### src/inc/stcu_pkg.sv
// Purpose: constants shared by the time constant update block
// Assumes: 32-bit register words, byte addresses on a 6-bit bus
// Notes: flag bit positions follow the axis status word layout
package stcu_pkg;
  localparam logic [15:0] STCU_CMD_IDLE = 16'h0000;
  localparam logic [15:0] STCU_CMD_DECEL = 16'h000B;
  localparam logic [15:0] STCU_CMD_FILT = 16'h000C;
  localparam logic [5:0] STCU_OFF_CMD = 6'h00;
  localparam logic [5:0] STCU_OFF_CTRL = 6'h04;
  localparam logic [5:0] STCU_OFF_DECEL = 6'h08;
  localparam logic [5:0] STCU_OFF_SCURVE = 6'h0C;
  localparam logic [5:0] STCU_OFF_RESP = 6'h10;
  localparam logic [5:0] STCU_OFF_FLAGS = 6'h14;
  localparam logic [5:0] STCU_OFF_WARN = 6'h18;
  localparam logic [5:0] STCU_OFF_ALARM = 6'h1C;
  localparam logic [5:0] STCU_OFF_IRQ_ST = 6'h20;
  localparam logic [5:0] STCU_OFF_IRQ_MASK = 6'h24;
  localparam logic [5:0] STCU_OFF_DECEL_ACT = 6'h28;
  localparam logic [5:0] STCU_OFF_SCURVE_ACT = 6'h2C;
  localparam int STCU_CTRL_PAUSE = 0;
  localparam int STCU_CTRL_ABORT = 1;
  localparam int STCU_FL_EXEC = 0;
  localparam int STCU_FL_HOLD = 1;
  localparam int STCU_FL_ERR = 3;
  localparam int STCU_FL_DONE = 8;
  localparam int STCU_FL_DIST = 12;
  localparam int STCU_IRQ_W = 3;
  localparam int STCU_IRQ_DONE = 0;
  localparam int STCU_IRQ_ERR = 1;
  localparam int STCU_IRQ_ALARM = 2;
  localparam logic [31:0] STCU_RST_DECEL = 32'h0000_0000;
  localparam logic [15:0] STCU_RST_SCURVE = 16'h0000;
  typedef enum logic [1:0] {
    STCU_ST_IDLE = 2'b00,
    STCU_ST_SEND = 2'b01,
    STCU_ST_FAULT = 2'b11,
    STCU_ST_HOLD = 2'b10
  } stcu_state_e;
endpackage

### src/logic/stcu_irq.sv
// Purpose: sticky event bits, mask and one level interrupt
// Assumes: events are one-cycle pulses on clk_sys
// Notes: a one written to a status bit clears it
`timescale 1ns/10ps
module stcu_irq #(
  parameter int W = 3
) (
  // Clock and reset
  input wire logic clk_sys,
  input wire logic rst_b,
  // Events
  input wire logic [W-1:0] event_in,
  // Software access
  input wire logic clr_wr,
  input wire logic mask_wr,
  input wire logic [W-1:0] wr_data,
  // State
  output logic [W-1:0] status,
  output logic [W-1:0] mask,
  output logic irq
);
  logic [W-1:0] clr_bits;

  assign clr_bits = clr_wr ? wr_data : '0;

  // A new event in the clearing cycle survives the clear
  always_ff @(posedge clk_sys) begin
    if (!rst_b) begin
      status <= '0;
    end else begin
      status <= (status & ~clr_bits) | event_in;
    end
  end

  always_ff @(posedge clk_sys) begin
    if (!rst_b) begin
      mask <= '0;
    end else if (mask_wr) begin
      mask <= wr_data;
    end
  end

  assign irq = |(status & mask);
endmodule

### src/logic/stcu_drv_link.sv
// Purpose: one parameter write toward the drive, held until answered
// Assumes: the network front end runs on clk_sys
// Notes: a new start while busy is ignored
`timescale 1ns/10ps
module stcu_drv_link (
  // Clock and reset
  input wire logic clk_sys,
  input wire logic rst_b,
  // Request from the command sequencer
  input wire logic start,
  input wire logic sel_in,
  input wire logic [31:0] data_in,
  output logic done,
  output logic fail,
  // Toward the drive
  output logic drv_req,
  output logic drv_sel,
  output logic [31:0] drv_data,
  input wire logic drv_ack,
  input wire logic drv_err
);
  always_ff @(posedge clk_sys) begin
    if (!rst_b) begin
      drv_req <= 1'b0;
      drv_sel <= 1'b0;
      drv_data <= 32'h0000_0000;
    end else if (!drv_req && start) begin
      drv_req <= 1'b1;
      drv_sel <= sel_in;
      drv_data <= data_in;
    end else if (drv_req && drv_ack) begin
      drv_req <= 1'b0;
    end
  end

  always_ff @(posedge clk_sys) begin
    if (!rst_b) begin
      done <= 1'b0;
      fail <= 1'b0;
    end else begin
      done <= drv_req && drv_ack;
      fail <= drv_req && drv_ack && drv_err;
    end
  end
endmodule

### src/logic/stcu_top.sv
// Purpose: deceleration and filter-time update commands of one axis
// Assumes: register port and drive front end share clk_sys
// Notes: an update code starts work only once the idle command has been seen since the last start
`timescale 1ns/10ps
module stcu_top
  import stcu_pkg::*;
(
  // Clock and reset
  input wire logic clk_sys,
  input wire logic rst_b,
  // Register port
  input wire logic [5:0] reg_addr,
  input wire logic [31:0] reg_wdata,
  input wire logic reg_wr,
  input wire logic reg_rd,
  output logic [31:0] reg_rdata,
  // Drive parameter link
  output logic drv_req,
  output logic drv_sel,
  output logic [31:0] drv_data,
  input wire logic drv_ack,
  input wire logic drv_err,
  // Drive monitor codes
  input wire logic [31:0] warn_code,
  input wire logic warn_load,
  input wire logic [31:0] alarm_code,
  input wire logic alarm_load,
  // Motion generator state
  input wire logic distribution_done_flag,
  // Axis status
  output logic [15:0] command_response_word,
  output logic command_executing_flag,
  output logic hold_completed_flag,
  output logic error_end_flag,
  output logic execution_completed_flag,
  // Interrupt
  output logic irq
);
  stcu_state_e state_reg;
  stcu_state_e state_next;
  logic [15:0] motion_command_word;
  logic pause_request_bit;
  logic abort_request_bit;
  logic [31:0] deceleration_time_setting;
  logic [15:0] s_curve_time_setting;
  logic [31:0] warning_monitor_word;
  logic [31:0] alarm_monitor_word;
  logic [31:0] decel_applied_reg;
  logic [15:0] scurve_applied_reg;
  logic [15:0] resp_reg;
  logic exec_reg;
  logic err_reg;
  logic done_reg;
  logic arm_reg;
  logic sel_reg;
  logic [31:0] rdata_reg;
  logic wr_cmd;
  logic is_update;
  logic start;
  logic fault;
  logic link_start;
  logic link_done;
  logic link_fail;
  logic [STCU_IRQ_W-1:0] irq_events;
  logic [STCU_IRQ_W-1:0] irq_status;
  logic [STCU_IRQ_W-1:0] irq_mask;
  logic [31:0] flags_word;

  assign wr_cmd = reg_wr && (reg_addr == STCU_OFF_CMD);
  assign is_update = (motion_command_word == STCU_CMD_DECEL) ||
                     (motion_command_word == STCU_CMD_FILT);

  // Start needs a prior idle command, so a code left in place never reruns
  assign start = (state_reg == STCU_ST_IDLE) && arm_reg && is_update;

  // The preconditions are the host's duty; a violation still ends in error
  assign fault = (warning_monitor_word != 32'h0000_0000) ||
                 (alarm_monitor_word != 32'h0000_0000) ||
                 !distribution_done_flag;

  assign link_start = start && !fault;

  // Command word and setting registers
  always_ff @(posedge clk_sys) begin
    if (!rst_b) begin
      motion_command_word <= STCU_CMD_IDLE;
    end else if (wr_cmd) begin
      motion_command_word <= reg_wdata[15:0];
    end
  end

  // Pause and abort are stored for read-back only; nothing here acts on them
  always_ff @(posedge clk_sys) begin
    if (!rst_b) begin
      pause_request_bit <= 1'b0;
      abort_request_bit <= 1'b0;
    end else if (reg_wr && (reg_addr == STCU_OFF_CTRL)) begin
      pause_request_bit <= reg_wdata[STCU_CTRL_PAUSE];
      abort_request_bit <= reg_wdata[STCU_CTRL_ABORT];
    end
  end

  always_ff @(posedge clk_sys) begin
    if (!rst_b) begin
      deceleration_time_setting <= STCU_RST_DECEL;
    end else if (reg_wr && (reg_addr == STCU_OFF_DECEL)) begin
      deceleration_time_setting <= reg_wdata;
    end
  end

  always_ff @(posedge clk_sys) begin
    if (!rst_b) begin
      s_curve_time_setting <= STCU_RST_SCURVE;
    end else if (reg_wr && (reg_addr == STCU_OFF_SCURVE)) begin
      s_curve_time_setting <= reg_wdata[15:0];
    end
  end

  // Arming follows the command word as stored by a write in an earlier cycle
  always_ff @(posedge clk_sys) begin
    if (!rst_b) begin
      arm_reg <= 1'b0;
    end else if (start) begin
      arm_reg <= 1'b0;
    end else if (motion_command_word == STCU_CMD_IDLE) begin
      arm_reg <= 1'b1;
    end
  end

  // Monitor words keep the most recent codes from the drive
  always_ff @(posedge clk_sys) begin
    if (!rst_b) begin
      warning_monitor_word <= 32'h0000_0000;
    end else if (warn_load) begin
      warning_monitor_word <= warn_code;
    end
  end

  always_ff @(posedge clk_sys) begin
    if (!rst_b) begin
      alarm_monitor_word <= 32'h0000_0000;
    end else if (alarm_load) begin
      alarm_monitor_word <= alarm_code;
    end
  end

  // Command sequencer
  always_comb begin
    state_next = state_reg;
    case (state_reg)
      STCU_ST_IDLE: begin
        if (start && fault) begin
          state_next = STCU_ST_FAULT;
        end else if (start) begin
          state_next = STCU_ST_SEND;
        end
      end
      STCU_ST_SEND: begin
        // Neither pause nor abort can cut the transfer short
        if (link_done) begin
          state_next = STCU_ST_HOLD;
        end
      end
      STCU_ST_FAULT: begin
        state_next = STCU_ST_HOLD;
      end
      STCU_ST_HOLD: begin
        if (motion_command_word == STCU_CMD_IDLE) begin
          state_next = STCU_ST_IDLE;
        end
      end
      default: begin
        state_next = STCU_ST_IDLE;
      end
    endcase
  end

  always_ff @(posedge clk_sys) begin
    if (!rst_b) begin
      state_reg <= STCU_ST_IDLE;
    end else begin
      state_reg <= state_next;
    end
  end

  // Remember which setting goes out, for the applied copy on success
  always_ff @(posedge clk_sys) begin
    if (!rst_b) begin
      sel_reg <= 1'b0;
    end else if (start) begin
      sel_reg <= (motion_command_word == STCU_CMD_FILT);
    end
  end

  // Response word names the running command until the idle command
  always_ff @(posedge clk_sys) begin
    if (!rst_b) begin
      resp_reg <= STCU_CMD_IDLE;
    end else if (start) begin
      resp_reg <= motion_command_word;
    end else if ((state_reg == STCU_ST_HOLD) &&
                 (motion_command_word == STCU_CMD_IDLE)) begin
      resp_reg <= STCU_CMD_IDLE;
    end
  end

  always_ff @(posedge clk_sys) begin
    if (!rst_b) begin
      exec_reg <= 1'b0;
    end else if (start) begin
      exec_reg <= 1'b1;
    end else if (link_done || (state_reg == STCU_ST_FAULT)) begin
      exec_reg <= 1'b0;
    end
  end

  // Error end survives the idle command and clears only on a new start
  always_ff @(posedge clk_sys) begin
    if (!rst_b) begin
      err_reg <= 1'b0;
    end else if (start) begin
      err_reg <= 1'b0;
    end else if (link_fail || (state_reg == STCU_ST_FAULT)) begin
      err_reg <= 1'b1;
    end
  end

  always_ff @(posedge clk_sys) begin
    if (!rst_b) begin
      done_reg <= 1'b0;
    end else if (start) begin
      done_reg <= 1'b0;
    end else if (link_done && !link_fail) begin
      done_reg <= 1'b1;
    end else if ((state_reg == STCU_ST_HOLD) &&
                 (motion_command_word == STCU_CMD_IDLE)) begin
      done_reg <= 1'b0;
    end
  end

  // Copies of what the drive has accepted
  always_ff @(posedge clk_sys) begin
    if (!rst_b) begin
      decel_applied_reg <= STCU_RST_DECEL;
    end else if (link_done && !link_fail && !sel_reg) begin
      decel_applied_reg <= drv_data;
    end
  end

  always_ff @(posedge clk_sys) begin
    if (!rst_b) begin
      scurve_applied_reg <= STCU_RST_SCURVE;
    end else if (link_done && !link_fail && sel_reg) begin
      scurve_applied_reg <= drv_data[15:0];
    end
  end

  // Code 11 sends the deceleration time, code 12 the S-curve time
  stcu_drv_link u_link (
    .clk_sys(clk_sys),
    .rst_b(rst_b),
    .start(link_start),
    .sel_in(motion_command_word == STCU_CMD_FILT),
    .data_in((motion_command_word == STCU_CMD_FILT) ?
             {16'h0000, s_curve_time_setting} :
             deceleration_time_setting),
    .done(link_done),
    .fail(link_fail),
    .drv_req(drv_req),
    .drv_sel(drv_sel),
    .drv_data(drv_data),
    .drv_ack(drv_ack),
    .drv_err(drv_err)
  );

  // Interrupt events
  always_comb begin
    irq_events = '0;
    irq_events[STCU_IRQ_DONE] = link_done && !link_fail;
    irq_events[STCU_IRQ_ERR] = link_fail || (state_reg == STCU_ST_FAULT);
    irq_events[STCU_IRQ_ALARM] = alarm_load &&
                                 (alarm_code != 32'h0000_0000);
  end

  stcu_irq #(
    .W(STCU_IRQ_W)
  ) u_irq (
    .clk_sys(clk_sys),
    .rst_b(rst_b),
    .event_in(irq_events),
    .clr_wr(reg_wr && (reg_addr == STCU_OFF_IRQ_ST)),
    .mask_wr(reg_wr && (reg_addr == STCU_OFF_IRQ_MASK)),
    .wr_data(reg_wdata[STCU_IRQ_W-1:0]),
    .status(irq_status),
    .mask(irq_mask),
    .irq(irq)
  );

  // Status word seen by software
  always_comb begin
    flags_word = 32'h0000_0000;
    flags_word[STCU_FL_EXEC] = exec_reg;
    flags_word[STCU_FL_HOLD] = 1'b0;
    flags_word[STCU_FL_ERR] = err_reg;
    flags_word[STCU_FL_DONE] = done_reg;
    flags_word[STCU_FL_DIST] = distribution_done_flag;
  end

  // Read data stands only in the cycle after the strobe
  always_ff @(posedge clk_sys) begin
    if (!rst_b) begin
      rdata_reg <= 32'h0000_0000;
    end else if (reg_rd) begin
      case (reg_addr)
        STCU_OFF_CMD: rdata_reg <= {16'h0000, motion_command_word};
        STCU_OFF_CTRL: begin
          rdata_reg <= {30'h0, abort_request_bit,
                        pause_request_bit};
        end
        STCU_OFF_DECEL: rdata_reg <= deceleration_time_setting;
        STCU_OFF_SCURVE: rdata_reg <= {16'h0000, s_curve_time_setting};
        STCU_OFF_RESP: rdata_reg <= {16'h0000, resp_reg};
        STCU_OFF_FLAGS: rdata_reg <= flags_word;
        STCU_OFF_WARN: rdata_reg <= warning_monitor_word;
        STCU_OFF_ALARM: rdata_reg <= alarm_monitor_word;
        STCU_OFF_IRQ_ST: begin
          rdata_reg <= {{(32-STCU_IRQ_W){1'b0}}, irq_status};
        end
        STCU_OFF_IRQ_MASK: begin
          rdata_reg <= {{(32-STCU_IRQ_W){1'b0}}, irq_mask};
        end
        STCU_OFF_DECEL_ACT: rdata_reg <= decel_applied_reg;
        STCU_OFF_SCURVE_ACT: rdata_reg <= {16'h0000, scurve_applied_reg};
        default: rdata_reg <= 32'h0000_0000;
      endcase
    end else begin
      rdata_reg <= 32'h0000_0000;
    end
  end

  assign reg_rdata = rdata_reg;
  assign command_response_word = resp_reg;
  assign command_executing_flag = exec_reg;
  assign hold_completed_flag = 1'b0;
  assign error_end_flag = err_reg;
  assign execution_completed_flag = done_reg;
endmodule

### config.mk
export PLATFORM = sky130hd
export DESIGN_NAME = stcu_top
export DESIGN_NICKNAME = d
export VERILOG_FILES = /design/src/inc/stcu_pkg.sv /design/src/logic/stcu_irq.sv /design/src/logic/stcu_drv_link.sv /design/src/logic/stcu_top.sv
export SDC_FILE = /design/constraint.sdc
export NUM_CORES = 1
export LEC_CHECK = 0
export BUFFER_PORTS_ARGS = -buffer_cell sky130_fd_sc_hd__buf_4
export CORE_MARGIN = 2
export CORE_UTILIZATION = 62
export CTS_BUF_LIST = sky130_fd_sc_hd__clkbuf_4 sky130_fd_sc_hd__clkbuf_8
export CTS_CLUSTER_DIAMETER = 100
export DETAILED_ROUTE_END_ITERATION = 7
export MAX_ROUTING_LAYER = met4
export PLACE_DENSITY = 0.87
export SYNTH_ARGS = -nofsm -noshare
export SYNTH_HDL_FRONTEND = slang
export SYNTH_SLANG_ARGS = --single-unit
### constraint.sdc
create_clock -name clk_sys -period 5.7 [get_ports clk_sys]
set_clock_uncertainty 0.05 [all_clocks]
set_input_delay 1.14 -clock clk_sys [delete_from_list [all_inputs] [get_ports clk_sys]]
set_output_delay 1.14 -clock clk_sys [all_outputs]
set_load 0.02 [all_outputs]
==> Implementation_results.wiki <==
{| class="wikitable"
! Metric !! Value
|-
| Result of the run || finished clean
|-
| Die extent in y || 139 um
|-
| Clock period minus worst slack || around 3 ns
|-
| Count of standard-cell rows || 49
|-
| Post-Synthesis Mean Instance Area || ~8.9 um^2
|-
| Clock network latency to the later pin of the worst-skew pair || 0.55 ns
|-
| Leading area contributor after synthesis || dfxtp_1
|-
| Critical Path AT || 3.43 ns
|-
| Final Net Count || between 1,500 and 2,000
|-
| TNS Setup || 0 ns
|-
| Final worst path period share || between 50 and 60%
|-
| Static Leak || 5.44 nW
|-
| Cells taking the most area after synthesis || dfxtp_1, nand2_1, mux2i_1
|-
| Global-route wire length before repair || 55,600 um
|-
| H-tree depth reported by CTS || 2
|-
| Total CTS buffers || between 40 and 50
|-
| Transition time of the tightest slew-check pin || 1.20 ns
|-
| Post-detailed-route DRC marker count || 0
|-
| Antenna violations before repair || 0
|-
| CTS tree || done
|-
| Routability Congestion || 0.994
|-
| Instance count of the mapped netlist || between 1,000 and 1,500
|-
| Maximum clock frequency || ~330 MHz
|-
| Clk buf depth || 3
|-
| Initial Utilization || a little over three fifths
|-
| Post-synth net total || 1,379
|-
| Worst Setup EP || reg_rdata[27]
|-
| Register bit total from synthesis || roughly 280
|-
| Most frequent cells in the layout || nand2_1, dfxtp_1, buf_4
|-
| CTS hold repair buffers || 0
|-
| Fraction of post-synthesis cell area in the top cell type by area || roughly half
|-
| Number of hold-slack violations in the final timing report || 0
|-
| Setup crit start kind || input port
|-
| Number of buffer and inverter stages on the critical path || 2
|-
| Overall power || 3.95 mW
|-
| DRT antenna net count || 0
|-
| Die footprint || 19,300 um^2
|-
| Initial DRC Count || ~1,300
|-
| Post-synth EDFFs || 0
|-
| Area growth syn-to-layout || 21.5%
|-
| Overall die width || between 100 and 150 um
|-
| Most common cell type on the critical path || buf_4
|-
| Core area || approximately 18,000 um^2
|-
| Critical Path Stages || 6
|-
| Largest voltage drop on the vdd net || approximately 0.00023 V
|-
| Total global routing track utilization || between 30% and 40%
|-
| Total count of max-transition violations in the final report || 0
|-
| Diode insertion count for antenna repair || 0
|-
| HPWL after detailed placement || around 24,000 um
|-
| Launch point of the worst reg-to-reg path || motion_command_word[7]
|-
| Crit-path slowest cell || nor2_2
|-
| Number of global-route vias before repair || 10,300
|-
| Pwr/cell area || ~290 nW/um^2
|-
| Clock Root Buffer || clkbuf_8
|-
| Average via count per standard cell || roughly 6.3
|-
| CP delay by family, top || simple AND/OR/NAND/NOR gates
|-
| Syn. warnings || 0
|-
| Category of the most critical setup path || in -> reg
|-
| Length of routed met2 wiring || 16,600 um
|-
| Sum of overflow across all layers after global routing || 0
|-
| Share of flip-flops with an asynchronous set or reset || 0%
|-
| Pin count of the biggest net entering global routing || approximately 110
|-
| Port Buf Inserts || 196
|-
| R2r setup slk || between 3 and 4 ns
|-
| Sequential element share of the synthesized area || about half
|-
| Post-synthesis instance area || around 11,000 um^2
|-
| Average wire length per cell after detail routing || ~21 um
|-
| Resized Gates After CTS || 0
|-
| Total of max-cap violations || 0
|-
| Setup repair after global routing missed its margin || false
|-
| Total number of vias || 10,600
|-
| CP Data Required Time || slightly above 6 ns
|-
| Number of distinct library cells after synthesis || 50
|-
| Critical path startpoint || reg_addr[4]
|-
| Postcts setup bufs || 0
|-
| Wire length after detailed routing || between 30,000 and 40,000 um
|-
| Kind of path behind the tightest hold check || reg -> reg
|-
| Met1 Wirelength || 13,800 um
|-
| Number of iterations in the first detailed-routing pass || 6
|-
| Metal3 WL || 3400 um
|-
| Number of primary I/O pins || 198
|-
| Reg2reg path depth || 6
|-
| Most used flip-flop cell after synthesis || dfxtp_1
|-
| Endpoint class of the critical path || register
|-
| Highest routed layer || met4
|-
| Clock Sink Count || roughly 280
|-
| Fraction of final layout cells with drive strength greater than 1 || between 20% and 30%
|-
| Worst slew margin || about a fifth
|-
| CP peak stage delay || just over 0.7 ns
|-
| Reg2reg end || u_link.drv_data[14]
|-
| Final setup fails || 0
|-
| Critical-path cell list || buf_4 > or4_1 > nor2_2 > buf_4 > a222oi_1 > a21oi_1
|-
| Worst-path fanout max || 17
|-
| Most common cell after layout, fill and taps aside || nand2_1
|-
| Clock slew seen by the registers of the worst setup and hold paths || about 0.060 ns
|}
-- worst min-delay path by stage --
stage / startpoint / endpoint / slack, ns / cells after the start
floorplan: scurve_applied_reg[0] / scurve_applied_reg[0] / 0.38 / 2
global placement: scurve_applied_reg[0] / scurve_applied_reg[0] / 0.39 / 2
detailed placement: scurve_applied_reg[2] / scurve_applied_reg[2] / 0.40 / 2
CTS: scurve_applied_reg[3] / scurve_applied_reg[3] / 0.41 / 2
global route: scurve_applied_reg[4] / scurve_applied_reg[4] / 0.42 / 2
finish: scurve_applied_reg[2] / scurve_applied_reg[2] / 0.41 / 2
-- worst reg2reg max path, delay by kind of cell, from the launching register on --
family | cells | cell delay, ns
muxes | 2 | 0.41
buffers and inverters | 1 | 0.51
and+or+nand+nor | 3 | 1.21
DFF | 1 | 0.36
-- through the flow --
stage	setup WS [ns]	hold slack [ns]	instances	util [%]	instance area, um^2
2_1_floorplan	2.92	0.383	1268	-	11300
6_report	2.69	0.409	1687	76.4	13700
5_1_grt	2.47	0.422	1687	76.4	13700
3_3_place_gp	2.32	0.389	1612	71.4	12800
4_1_cts	2.80	0.409	1687	76.4	13700
3_5_place_dp	2.25	0.399	1612	71.4	12800
-- layer usage --
| layer | track usage, % | up-vias |
|---|---|---|
| met1 | 46.2 | 5028 |
| li1 | - | 4751 |
| met2 | 58.4 | 653 |
| met5 | - | - |
| met3 | 7.18 | 125 |
| met4 | 17.5 | 0 |
-- Yosys cell counts, types with 2 or more instances --
library cell	instances
mux2_2	30
nor3_1	5
inv_2	2
or4_1	2
nor2b_1	23
and2_1	14
nor4_4	3
buf_1	8
clkbuf_1	78
inv_1	2
and3_1	4
buf_2	8
a21oi_1	116
or3_1	2
mux4_2	7
a222oi_1	17
nand3b_1	2
nand2_1	295
a31oi_1	13
a21boi_0	2
a21boi_1	34
nand2b_1	2
nor4b_1	3
o21ai_0	3
nor2_1	80
mux2i_1	102
nor4_1	26
nand3_1	38
nand4_1	7
a22oi_1	44
dfxtp_1	275
a221oi_1	3
-- layout make-up --
type                            instances  area [um^2]
Sequential cell                       275         5510
Multi-Input combinational cell        893         5390
Fill cell                            1244         4220
Timing Repair Buffer                  211         1580
Clock buffer                           67          853
Tap cell                              229          287
Clock inverter                          8         51.3
Inverter                                4         16.3
-- kinds of logic after synthesis --
family                 synth area share [%]
AND/OR/NAND/NOR                        20.5
AO/OA/AOI/OAI                          13.6
other                                0.0333
buffers and inverters                  3.52
multiplexers                           13.5
flip-flops                             48.9
-- report_power, final --
part	switching [mW]	internal, mW
sequential	0.0326	1.95
combinational	0.135	0.110
clock	0.767	0.955
total	0.935	3.02
Power figures use the tool's default switching activity.
